`src/rtl/fan_ramp_pkg.sv`:
```
`default_nettype none

package fan_ramp_pkg;

	// ==========================================================
	// Register map (word indices, byte address is four times)
	localparam logic [7:0] ACOU_IDX   = 8'h62;
	localparam logic [7:0] LOCK_IDX   = 8'h40;
	localparam logic [7:0] STATUS_IDX = 8'h41;
	localparam int         ADDR_W     = 10;

	// ==========================================================
	// Field positions
	localparam int RATE_LSB    = 0;
	localparam int RATE_W      = 3;
	localparam int EN1_BIT     = 3;
	localparam int ALIGN_BIT   = 4;
	localparam int FLOOR_LSB   = 5;
	localparam int LOCK_BIT    = 0;
	localparam int DUTY_W      = 8;
	localparam int CHANNELS    = 3;

	// ==========================================================
	// Reset values
	localparam logic [7:0] ACOU_RESET = 8'h00;
	localparam logic       LOCK_RESET = 1'b0;

	// ==========================================================
	// Timing
	localparam int unsigned CLK_HZ      = 10000000;
	localparam int unsigned SLOT_MS     = 200;
	localparam int unsigned SLOT_CYCLES = SLOT_MS * (CLK_HZ / 1000);
	localparam logic [7:0]  PWM_PRESCALE = 8'h27;

	// ==========================================================
	// Duty step per time slot, indexed by rate code
	localparam logic [7:0] STEP_TABLE [8] = '{
		8'h01, 8'h02, 8'h03, 8'h04, 8'h08, 8'h0c, 8'h18, 8'h30
	};

endpackage : fan_ramp_pkg

`default_nettype wire

```
`src/rtl/ramp_if.sv`:
```
`timescale 1ns/1ps
`default_nettype none

interface ramp_if;
	logic       slot_tick;
	logic       enable;
	logic [2:0] rate;
	logic [7:0] target;
	logic [7:0] duty;

	modport ctrl (output slot_tick, output enable, output rate, output target, input duty);
	modport ramp (input slot_tick, input enable, input rate, input target, output duty);
endinterface : ramp_if

`default_nettype wire

```
`src/rtl/duty_ramp.sv`:
```
`timescale 1ns/1ps
`default_nettype none

module duty_ramp (
	// Clock and reset
	input  wire logic sys_clk,
	input  wire logic rstn,
	// Ramp channel
	ramp_if.ramp      rp
);

	// ==========================================================
	// Step toward target
	logic [7:0] duty;
	logic [7:0] next_duty;
	logic [7:0] step;
	logic [7:0] diff;

	assign step    = fan_ramp_pkg::STEP_TABLE[rp.rate];
	assign rp.duty = duty;

	always_comb begin
		next_duty = duty;
		diff      = 8'h00;
		if (!rp.enable) begin
			next_duty = rp.target;
		end else if (rp.slot_tick) begin
			if (rp.target > duty) begin
				diff      = rp.target - duty;
				next_duty = (diff > step) ? 8'(duty + step) : rp.target;
			end else if (rp.target < duty) begin
				diff      = duty - rp.target;
				next_duty = (diff > step) ? 8'(duty - step) : rp.target;
			end
		end
	end

	always_ff @(posedge sys_clk or negedge rstn) begin
		if (!rstn) begin
			duty <= 8'h00;
		end else begin
			duty <= next_duty;
		end
	end
endmodule : duty_ramp

`default_nettype wire

```
`src/rtl/pwm_wave.sv`:
```
`timescale 1ns/1ps
`default_nettype none

module pwm_wave (
	// Clock and reset
	input  wire logic       sys_clk,
	input  wire logic       rstn,
	// Duty in, drive out
	input  wire logic [7:0] duty,
	output logic            wave
);

	// ==========================================================
	// Period counter
	logic [7:0] pre;
	logic [7:0] phase;
	logic [7:0] held;
	logic [7:0] next_pre;
	logic [7:0] next_phase;
	logic [7:0] next_held;
	logic       next_wave;

	// Duty held per period so a mid-period change cannot glitch the fan
	always_comb begin
		next_pre   = pre + 8'h01;
		next_phase = phase;
		next_held  = held;
		if (pre == fan_ramp_pkg::PWM_PRESCALE) begin
			next_pre   = 8'h00;
			next_phase = phase + 8'h01;
			if (phase == 8'hff) begin
				next_held = duty;
			end
		end
		next_wave = (phase < held);
	end

	always_ff @(posedge sys_clk or negedge rstn) begin
		if (!rstn) begin
			pre   <= 8'h00;
			phase <= 8'h00;
			held  <= 8'h00;
			wave  <= 1'b0;
		end else begin
			pre   <= next_pre;
			phase <= next_phase;
			held  <= next_held;
			wave  <= next_wave;
		end
	end

endmodule : pwm_wave

`default_nettype wire

```
`src/rtl/fan_ramp_ctrl.sv`:
```
`timescale 1ns/1ps
`default_nettype none

// Operation
// - With ramping on, drive output 1 steps by 1,2,3,4,8,12,24 or 48 per slot for codes 0..7.
// - A full 33% to 100% ramp takes about 35 s at code 0 down to about 0.8 s at code 7.
// - Ramping acts on drive output 1 only while its enable bit 3 is set.
// - With align bit 4 set, speed inputs 2, 3 and 4 are timed to drive output 3.
// - With align bit 4 clear, only speed inputs 3 and 4 are timed to drive output 3.
// - In automatic mode below the start threshold, output 1 runs 0% or its minimum per bit 5.
// - In automatic mode below the start threshold, output 2 runs 0% or its minimum per bit 6.
// - In automatic mode below the start threshold, output 3 runs 0% or its minimum per bit 7.
// - Once the lock bit is set the control register ignores all writes.
// - The control register sits at index 0x62 and resets to 0x00.
module fan_ramp_ctrl #(
	parameter int unsigned SLOT_CYCLES = fan_ramp_pkg::SLOT_CYCLES
) (
	// Clock and reset
	input  wire logic                              sys_clk,
	input  wire logic                              rstn,
	// APB slave
	input  wire logic                              psel,
	input  wire logic                              penable,
	input  wire logic                              pwrite,
	input  wire logic [fan_ramp_pkg::ADDR_W-1:0]   paddr,
	input  wire logic [31:0]                       pwdata,
	output logic      [31:0]                       prdata,
	output logic                                   pready,
	output logic                                   pslverr,
	// Automatic control inputs
	input  wire logic                              auto_mode,
	input  wire logic [2:0]                        below_threshold,
	input  wire logic [2:0][7:0]                   computed_duty,
	input  wire logic [2:0][7:0]                   minimum_duty,
	// Speed sense pins
	input  wire logic                              speed_sense_in2,
	input  wire logic                              speed_sense_in3,
	input  wire logic                              speed_sense_in4,
	// Fan drive pins and measurement
	output logic                                   fan_drive_out1,
	output logic                                   fan_drive_out2,
	output logic                                   fan_drive_out3,
	output logic      [2:0]                        speed_pulse
);

	// ==========================================================
	// Register bus
	logic [7:0]  acoustic;
	logic [7:0]  next_acoustic;
	logic        lock;
	logic        next_lock;
	logic [31:0] next_prdata;
	logic [7:0]  word_idx;
	logic        setup;
	logic        access;
	logic        hit_acou;
	logic        hit_lock;
	logic        hit_status;
	logic        miss;
	logic [31:0] read_mux;
	logic [2:0][7:0] applied;

	assign word_idx   = paddr[fan_ramp_pkg::ADDR_W-1:2];
	assign setup      = psel && !penable;
	assign access     = psel && penable;
	assign hit_acou   = (word_idx == fan_ramp_pkg::ACOU_IDX);
	assign hit_lock   = (word_idx == fan_ramp_pkg::LOCK_IDX);
	assign hit_status = (word_idx == fan_ramp_pkg::STATUS_IDX);
	assign miss       = !(hit_acou || hit_lock || hit_status);
	assign pready     = 1'b1;
	assign pslverr    = access && miss;

	always_comb begin
		read_mux = 32'h0000_0000;
		if (hit_acou) begin
			read_mux = {24'h00_0000, acoustic};
		end else if (hit_lock) begin
			read_mux = {31'h0000_0000, lock};
		end else if (hit_status) begin
			read_mux = {8'h00, applied[2], applied[1], applied[0]};
		end
	end

	// Read data captured in setup so it comes from a flop with zero wait states
	always_comb begin
		next_prdata   = prdata;
		next_acoustic = acoustic;
		next_lock     = lock;
		if (setup && !pwrite) begin
			next_prdata = read_mux;
		end
		if (access && pwrite && !lock) begin
			if (hit_acou) begin
				next_acoustic = pwdata[7:0];
			end
			if (hit_lock) begin
				next_lock = pwdata[fan_ramp_pkg::LOCK_BIT];
			end
		end
	end

	always_ff @(posedge sys_clk or negedge rstn) begin
		if (!rstn) begin
			acoustic <= fan_ramp_pkg::ACOU_RESET;
			lock     <= fan_ramp_pkg::LOCK_RESET;
			prdata   <= 32'h0000_0000;
		end else begin
			acoustic <= next_acoustic;
			lock     <= next_lock;
			prdata   <= next_prdata;
		end
	end

	// ==========================================================
	// Time slot
	logic [31:0] slot_cnt;
	logic [31:0] next_slot_cnt;
	logic        slot_tick;

	// Slot length sets the full ramp time for every rate code
	assign slot_tick = (slot_cnt == 32'(SLOT_CYCLES - 1));

	always_comb begin
		next_slot_cnt = slot_tick ? 32'h0000_0000 : slot_cnt + 32'h0000_0001;
	end

	always_ff @(posedge sys_clk or negedge rstn) begin
		if (!rstn) begin
			slot_cnt <= 32'h0000_0000;
		end else begin
			slot_cnt <= next_slot_cnt;
		end
	end

	// ==========================================================
	// Per-channel duty, drive and speed sensing
	logic [2:0]      wave;
	logic [2:0][7:0] target;
	logic [2:0]      sense_pin;
	logic [2:0]      sync1;
	logic [2:0]      sync2;
	logic [2:0]      sync3;
	logic [2:0]      next_sync1;
	logic [2:0]      next_sync2;
	logic [2:0]      next_sync3;
	logic [2:0]      edge_seen;
	logic [2:0]      timed;
	logic [2:0]      next_speed_pulse;

	assign sense_pin = {speed_sense_in4, speed_sense_in3, speed_sense_in2};
	// Input 2 shares output 3 only when aligned; 3 and 4 always do
	assign timed     = {2'b11, acoustic[fan_ramp_pkg::ALIGN_BIT]};

	genvar ch;
	generate
		for (ch = 0; ch < fan_ramp_pkg::CHANNELS; ch++) begin : g_ch
			ramp_if rif ();

			always_comb begin
				target[ch] = computed_duty[ch];
				if (auto_mode && below_threshold[ch]) begin
					target[ch] = acoustic[fan_ramp_pkg::FLOOR_LSB + ch] ?
						minimum_duty[ch] : 8'h00;
				end
			end

			assign rif.slot_tick = slot_tick;
			// Only output 1 has a ramp here; the others load directly
			assign rif.enable    = (ch == 0) ? acoustic[fan_ramp_pkg::EN1_BIT] : 1'b0;
			assign rif.rate      = acoustic[fan_ramp_pkg::RATE_LSB +: fan_ramp_pkg::RATE_W];
			assign rif.target    = target[ch];
			assign applied[ch]   = rif.duty;

			duty_ramp u_ramp (
				.sys_clk (sys_clk),
				.rstn    (rstn),
				.rp      (rif.ramp)
			);

			pwm_wave u_wave (
				.sys_clk (sys_clk),
				.rstn    (rstn),
				.duty    (applied[ch]),
				.wave    (wave[ch])
			);

			assign edge_seen[ch] = sync2[ch] && !sync3[ch];
			always_comb begin
				next_sync1[ch]       = sense_pin[ch];
				next_sync2[ch]       = sync1[ch];
				next_sync3[ch]       = sync2[ch];
				next_speed_pulse[ch] = edge_seen[ch] && (!timed[ch] || wave[2]);
			end
		end
	endgenerate

	// Sense pins idle high; reset to that level so no false edge follows reset
	always_ff @(posedge sys_clk or negedge rstn) begin
		if (!rstn) begin
			sync1       <= 3'h7;
			sync2       <= 3'h7;
			sync3       <= 3'h7;
			speed_pulse <= 3'h0;
		end else begin
			sync1       <= next_sync1;
			sync2       <= next_sync2;
			sync3       <= next_sync3;
			speed_pulse <= next_speed_pulse;
		end
	end

	assign fan_drive_out1 = wave[0];
	assign fan_drive_out2 = wave[1];
	assign fan_drive_out3 = wave[2];
endmodule : fan_ramp_ctrl

`default_nettype wire

```
`config.mk`:
```
export PLATFORM = sky130hd
export DESIGN_NAME = fan_ramp_ctrl
export DESIGN_NICKNAME = d
export VERILOG_FILES = /design/src/rtl/fan_ramp_pkg.sv /design/src/rtl/ramp_if.sv /design/src/rtl/duty_ramp.sv /design/src/rtl/pwm_wave.sv /design/src/rtl/fan_ramp_ctrl.sv
export SDC_FILE = /design/constraint.sdc
export NUM_CORES = 1
export LEC_CHECK = 0
export ABC_AREA = 1
export BUFFER_PORTS_ARGS = -buffer_cell sky130_fd_sc_hd__buf_2
export CORE_UTILIZATION = 25
export DETAILED_ROUTE_END_ITERATION = 12
export PLACE_DENSITY = 0.38
export SYNTH_ARGS = -nofsm -noshare
export SYNTH_HDL_FRONTEND = slang
export SYNTH_HIERARCHICAL = 1
export SYNTH_SLANG_ARGS = --single-unit
```
`constraint.sdc`:
```
create_clock -name sys_clk -period 5.55 [get_ports sys_clk]
set_input_delay 1.11 -clock sys_clk [delete_from_list [all_inputs] [get_ports sys_clk]]
set_output_delay 1.11 -clock sys_clk [all_outputs]
set_load 0.1 [all_outputs]
```
==> results.sh, run 1 <==
export IMPL_drt_wl_total_um=46000
export IMPL_dp_hpwl_um=36100
export IMPL_dr_first_iter_drc_count=766
export IMPL_antenna_found_initial=1
export IMPL_grt_pass1_vias=13300
export IMPL_grtUsageMet1_pct=20.7
export IMPL_drive_gt1_share_pct=14.2
export IMPL_synth_edf_count=0
export IMPL_period_needed_ns=4.36
export IMPL_synth_avg_cell_area_um2=7.18
export IMPL_swShare_pct=42.9
export IMPL_grt_pass1_wl_um=74100
export IMPL_tritoncts="built"
export IMPL_synth_area_leaders="dfrtp_1, nand2_1, ha_1, nand3_1, inv_1"
export IMPL_setup_tns_final_ns=0
export IMPL_fin_hold_ws_ns=0.352
export IMPL_p_seq_share_pct=30.0
export IMPL_grtUsageMet3_pct=2.20
export IMPL_dp_slack_ns=0.692
export IMPL_synthArstFlopShare_pct=100
export IMPL_grt_start_max_net_pins=112
export IMPL_synth_flop_cell="dfrtp_1"
export IMPL_end_kind="flip-flop"
export IMPL_area_growth_pct=12.9
export IMPL_worst_slew_pin_slew_ns=0.779
export IMPL_fmax_mhz=229
export IMPL_maxSlewHeadroom_pct=47.5
export IMPL_busiest_layer="met2"
export IMPL_routed_via_density=4.46
export IMPL_cts_repair_resized=0
export IMPL_combPwrFrac_pct=41.8
export IMPL_grt_overflow=0
export IMPL_cts_htree_levels=4
export IMPL_powerDensity_nw_per_um2=272
export IMPL_fp_dieH_um=251
export IMPL_io_pins=142
export IMPL_synth_top_area_share_pct=27.1
export IMPL_seq_area_frac_synth_pct=28.6
export IMPL_cts_buffers=17
export IMPL_coreArea_um2=60700
export IMPL_use_met2_pct=24.4
export IMPL_cp_arrival_ns=4.74
export IMPL_clk_latency_ns=0.49
export IMPL_hold_buffers=0
export IMPL_drtAntennaViolNets=0
export IMPL_final_common_cell="nand2_1"
export IMPL_critical_path_class="input pin to flip-flop"
export IMPL_fp_row_count=90
export IMPL_min_path_type="flip-flop to flip-flop"
export IMPL_cts_clk_slew_worst_paths_ns=0.08
export IMPL_power_net_switching_uw=2040
export IMPL_hold_violations=0
export IMPL_num_vias=13600
export IMPL_finalWorstSetupSlack_ns=1.19
export IMPL_syn_inst=2150
export IMPL_status="finished clean"
export IMPL_cts_buffer_depth=2
export IMPL_setup_viol=0
export IMPL_drc=0
export IMPL_slew_viol_final=0
export IMPL_cts_num_sinks=176
export IMPL_grt_usage_pct=15.1
export IMPL_design_die_area_um2=62800
export IMPL_post_cts_buffers=0
export IMPL_place_congestion=0.862
export IMPL_most_common_layout_cells="nand2_1, inv_1, nand3_1"
export IMPL_die_width_um=251
export IMPL_layout_nets=2522
export IMPL_finalPower_uw=4750
export IMPL_max_cap_viol_count=0
export IMPL_cp_required_ns=5.93
export IMPL_fin_crit_sh_pct=78.6
export IMPL_start_util_pct=25.4
export IMPL_synth_top_area_cell="dfrtp_1"
export IMPL_clock_skew_ns=0.0114
export IMPL_clkPwrFrac_pct=28.1
export IMPL_root_buffer="clkbuf_16"
export IMPL_synth_cell_type_count=45
export IMPL_dp_cells=3023
export IMPL_fin_cells=3056
export IMPL_rsz0062_at_grt="false"
export IMPL_critPathMaxFanout=9
export IMPL_power_leakage_uw=0.00878
export IMPL_worstSetupStartpointType="input pin"
export IMPL_synth_cell_area_um2=15400
export IMPL_drt_pre_antenna_iters=5
export IMPL_p_int_uw=2710
export IMPL_vdd_drop_max_mv=0.144
export IMPL_portBuffers=106
export IMPL_wl_per_cell_um=15.0
export IMPL_ys_warn_count=6
export IMPL_synth_seq_cells=176
## state kept, by name (all words and copies together), names as in the netlist
register	count
acoustic	8
next_sync2	3
g_ch.u_wave/held	24
prdata	24
g_ch.u_ramp/rp.duty	24
g_ch.u_wave/phase	24
g_ch.u_wave/pre	24
lock	1
g_ch.u_wave/wave	3
speed_pulse	3
slot_cnt	32
next_sync3	3
sync3	3
## final cells by class
cell class | count | area (µm²)
antenna | 1 | 2.50
clock buffer | 17 | 425
clock inverter | 15 | 215
fill | 6639 | 43300
inverter | 292 | 1110
multi-input combinational | 1660 | 9680
sequential | 176 | 4420
tap | 782 | 978
timing repair buffer | 113 | 604
## through the flow
step	instance area, µm²	util (%)
after floorplan	15500	-
after global placement	16800	27.7
after detailed placement	16800	27.7
after CTS	17400	28.7
after global routing	17400	28.7
final	17400	28.7
## path summary, 6_finish.rpt
| check | slack (ns) | cells after the start | from | to |
|---|---|---|---|---|
| setup / recovery | 1.19 | 20 | auto_mode | g_ch[0].u_ramp/rp.duty[1] |
| hold / removal | 0.35 | 0 | next_sync2[2] | next_sync3[2] |
| setup reg to reg | 1.83 | 19 | acoustic[5] | g_ch[0].u_ramp/rp.duty[1] |
| hold reg to reg | 0.35 | 0 | next_sync2[2] | next_sync3[2] |
| max in group asynchronous | 3.85 | 2 | rstn | g_ch[0].u_ramp/rp.duty[3] |
| min in group asynchronous | 0.62 | 1 | rstn | g_ch[1].u_wave/phase[4] |
## metal layers
metal	wire [µm]	up-vias	part of all wire, %
li1	-	7068	-
met1	22700	6305	49
met2	21000	216	46
met3	1380	44	3.0
met4	834	2	1.8
met5	16	-	0.035
## synthesized netlist by cell type, types with 6 or more instances
master,instances
nand2_1,610
inv_1,266
nand3_1,236
dfrtp_1,167
nor2_1,156
ha_1,148
o21ai_0,74
a21oi_1,71
xor2_1,70
nand2_2,49
nand4_1,25
nand2_4,21
nor2_2,20
inv_2,19
nor3_1,19
nor2_4,17
nand3b_1,16
o21ai_1,16
buf_4,13
buf_6,13
xnor2_1,13
fa_1,12
a21oi_2,11
a31oi_1,9
dfstp_2,9
buf_2,8
nand4_4,8
clkbuf_1,7
a21o_1,6
a22oi_1,6
## worst max-delay path, stage by stage
cell and delay [ns]:
buf_2 0.15, nand2_1 0.39, o21ai_0 0.48, inv_1 0.17, ha_1 0.48, nand2_2 0.11
inv_2 0.04, nand2_1 0.07, nand2_2 0.09, xor2_1 0.17, ha_1 0.31, nand2_1 0.07
nor3_1 0.31, nand4_4 0.24, nand2_4 0.19, nand2_1 0.06, nand3_1 0.07, nand3_1 0.07
nand2_1 0.10, nand2_1 0.05
## cells by family (layout without fill, tap and decap cells)
kind of cell	count (synthesis)	after routing	synth area share (%)
flops	176	176	28.6
xor+xnor	83	83	4.71
buf+inv	335	437	9.25
compound gates	198	198	7.08
simple gates	1196	1196	36.8
other cells	2	24	0.0486
fa+ha+maj	160	160	13.5
## power by group through the flow
stage | combinational [µW] | clock (µW) | sequential [µW]
2_1_floorplan | 1520 | 0 | 1460
3_3_place_gp | 1970 | 0 | 1460
3_5_place_dp | 1980 | 0 | 1460
4_1_cts | 1990 | 1400 | 1430
5_1_grt | 2250 | 1440 | 1440
6_report | 1990 | 1340 | 1430
No activity file was read; power rests on OpenSTA's default activity.
==> run 2, diff against run 1 <==
ABC_AREA = 0   (was 1)
PLACE_DENSITY = 0.4   (was 0.38)
clock period = 4 ns   (was 5.55 ns; I/O delays follow)
==> run 2 against run 1 <==
Combinational power fell by 9.5%. Die area down 8.9%. Sequential cell count is the same. Routed wire length decreased by 7.1%. Critical endpoint is now g_ch[0].u_ramp/rp.duty[3]. First-iteration DRC count shrank 37%. Sequential power is 30% higher. Final area shrank 0.85%. Synthesized cell count is 29% lower. Setup slack lost 0.99 ns. Total power up 13%.
==> results.sh, run 2 <==
export IMPL_seqCellArea_um2=4420
export IMPL_cp_arrival_ns=4.18
export IMPL_worst_slew_pin_slew_ns=0.923
export IMPL_cts_num_sinks=176
export IMPL_cp_required_ns=4.38
export IMPL_coreArea_um2=55300
export IMPL_place_congestion=0.839
export IMPL_max_stage_delay_ns=0.31
export IMPL_grt_start_max_net_pins=66
export IMPL_rr_endpoint="g_ch[0].u_ramp/rp.duty[3]"
export IMPL_largest_register="slot_cnt"
export IMPL_seq_area_frac_synth_pct=31.4
export IMPL_fin_crit_sh_pct=94.9
export IMPL_crit_chain="buf_2 -> nand2_4 -> buf_4 -> o21ai_2 -> inv_2 -> ha_1 -> nand3b_1 -> nand2_1 -> a21o_1 -> a21oi_2 -> xnor2_1 -> ha_1 -> nand4_1 -> a21oi_1 -> o32a_1 -> or2_4 -> buf_4 -> o211ai_1 -> o211ai_1 -> a221oi_1"
export IMPL_finalWorstSetupSlack_ns=0.202
export IMPL_cts_clk_slew_worst_paths_ns=0.07
export IMPL_reg2reg_depth=19
export IMPL_dp_slack_ns=-0.483
export IMPL_tritoncts="built"
export IMPL_routed_via_density=4.74
export IMPL_cpMaxStageDelayCell="ha_1"
export IMPL_critical_path_class="input pin to flip-flop"
export IMPL_drc=0
export IMPL_die_width_um=239
export IMPL_fillerInstances=5925
export IMPL_ff2ff_setup_slack_ns=0.27
export IMPL_dp_cells=2512
export IMPL_cts_buffer_depth=2
export IMPL_grt_pass1_vias=12100
export IMPL_grt_usage_pct=15.4
export IMPL_powerDensity_nw_per_um2=312
export IMPL_drive_gt1_share_pct=23.5
export IMPL_end_kind="flip-flop"
export IMPL_drtAntennaViolNets=0
export IMPL_drt_pre_antenna_iters=5
export IMPL_largest_reg_flops=32
export IMPL_cts_buffers=17
export IMPL_most_common_layout_cells="buf_4, dfrtp_1, ha_1"
export IMPL_power_leakage_uw=0.00791
export IMPL_antenna_cells=0
export IMPL_io_pins=142
export IMPL_period_needed_ns=3.80
export IMPL_dp_hpwl_um=34100
export IMPL_synth_common_cells="dfrtp_1, ha_1, nand2_1, inv_1, o21ai_0"
export IMPL_synth_edf_count=0
export IMPL_yosysMostFrequentCell="dfrtp_1"
export IMPL_finalPower_uw=5380
export IMPL_fmax_mhz=263
export IMPL_cts_htree_levels=4
export IMPL_layout_nets=2049
export IMPL_dr_first_iter_drc_count=484
export IMPL_synth_avg_cell_area_um2=9.15
export IMPL_design_die_area_um2=57200
export IMPL_multi_input_area_um2=9060
export IMPL_rsz0062_at_grt="false"
export IMPL_portBuffers=106
export IMPL_final_common_cell="buf_4"
export IMPL_slew_viol_final=0
export IMPL_hold_violations=0
export IMPL_num_vias=12100
export IMPL_synth_area_leaders="dfrtp_1, ha_1, xnor2_1, nand2_1, inv_1"
export IMPL_area_growth_pct=22.9
export IMPL_critical_path_buf_inv_count=4
export IMPL_synth_flop_cell="dfrtp_1"
export IMPL_synth_cell_area_um2=14100
export IMPL_rr_startpoint="acoustic[5]"
export IMPL_fp_dieH_um=239
export IMPL_start_util_pct=25.4
export IMPL_synth_top_area_cell="dfrtp_1"
export IMPL_wl_per_cell_um=16.8
export IMPL_utilization_pct=31.2
export IMPL_syn_inst=1536
export IMPL_maxSlewHeadroom_pct=37.9
export IMPL_grt_pass1_wl_um=67800
export IMPL_min_path_type="input pin to async pin"
export IMPL_root_buffer="clkbuf_16"
export IMPL_vdd_drop_max_mv=0.314
export IMPL_critPathMaxFanout=6
export IMPL_crit_cells=20
export IMPL_status="finished clean"
export IMPL_setup_tns_final_ns=0
export IMPL_synthArstFlopShare_pct=100
export IMPL_grt_overflow=0
export IMPL_synth_top_area_share_pct=29.7
export IMPL_synth_seq_cells=176
export IMPL_worstSetupStartpointType="input pin"
export IMPL_clock_skew_ns=0.0126
export IMPL_synth_cell_type_count=89
export IMPL_fin_cells=2548
export IMPL_setup_viol=0
export IMPL_fp_row_count=86
export IMPL_cpLargestDelayFamily="compound AO/OA/AOI/OAI gates"
export IMPL_clk_latency_ns=0.48
export IMPL_ys_warn_count=6
export IMPL_drt_wl_total_um=42700
export IMPL_max_cap_viol_count=0
export IMPL_antenna_found_initial=3
==> run 2: changes by cell type in the layout (fill, tap and decap cells not counted), sizes merged, moves of 54 or more <==
| cell | previous run | this run |
|---|---|---|
| buf | 112 | 275 |
| inv | 293 | 126 |
| nand2 | 680 | 139 |
| nand3 | 240 | 62 |
| nor2 | 196 | 73 |
| xnor2 | 13 | 67 |
==> run 2: final cells by class <==
class,instances,area share [%]
multi-input cells,1195,52.4
flip-flops and latches,176,25.6
repair buffers,276,10.6
well taps,748,5.42
inverters,121,2.63
clock buffers,17,2.46
clock inverters,15,0.898
==> run 2: repair_timing <==
item / in CTS / in global routing
hold buffers: 0 / 0
resized for setup: 0 / 26
buffers inserted: 0 / 4
setup endpoints to repair: 0 / 17
==> run 2: cells by family (layout without fill, tap and decap cells) <==
group / after synthesis / in the layout / synth area share [%]
AND/OR/NAND/NOR: 493 / 493 / 19.3
other: 2 / 11 / 0.0534
adder cells (fa/ha/maj): 160 / 160 / 14.9
multiplexers: 44 / 44 / 3.46
buffers and inverters: 174 / 429 / 5.53
AO/OA/AOI/OAI: 386 / 386 / 19.1
XOR/XNOR: 101 / 101 / 6.29
flip-flops: 176 / 176 / 31.4
==> run 2: routing by layer <==
layer	track usage, %	up-vias	wire length [µm]
li1	-	6041	-
met2	26.4	161	20700
met3	2.31	28	1120
met4	3.77	4	515
met1	20.2	5853	20400
met5	0	-	27
==> run 2: how the worst max path moves through the flow <==
stage | startpoint | to | slack [ns]
finish | auto_mode | g_ch[0].u_ramp/rp.duty[3] | 0.20
global route | auto_mode | g_ch[0].u_ramp/rp.duty[3] | 0.006
CTS | auto_mode | g_ch[2].u_ramp/rp.duty[4] | 0.04
detailed placement | auto_mode | g_ch[2].u_ramp/rp.duty[6] | -0.48
global placement | auto_mode | g_ch[2].u_ramp/rp.duty[6] | -0.45
floorplan | auto_mode | g_ch[0].u_ramp/rp.duty[6] | -0.04
==> run 2: metrics by stage <==
step | area, µm² | hold slack (ns)
finish | 17300 | 0.334
global route | 17300 | 0.361
CTS | 17200 | 0.329
detailed placement | 16600 | 0.348
global placement | 16600 | 0.346
floorplan | 14200 | 0.345
==> run 2: report_power, final <==
group	switching, µW	internal, µW	total (µW)
sequential	53.7	1810	1860
combinational	995	803	1800
clock	797	926	1720
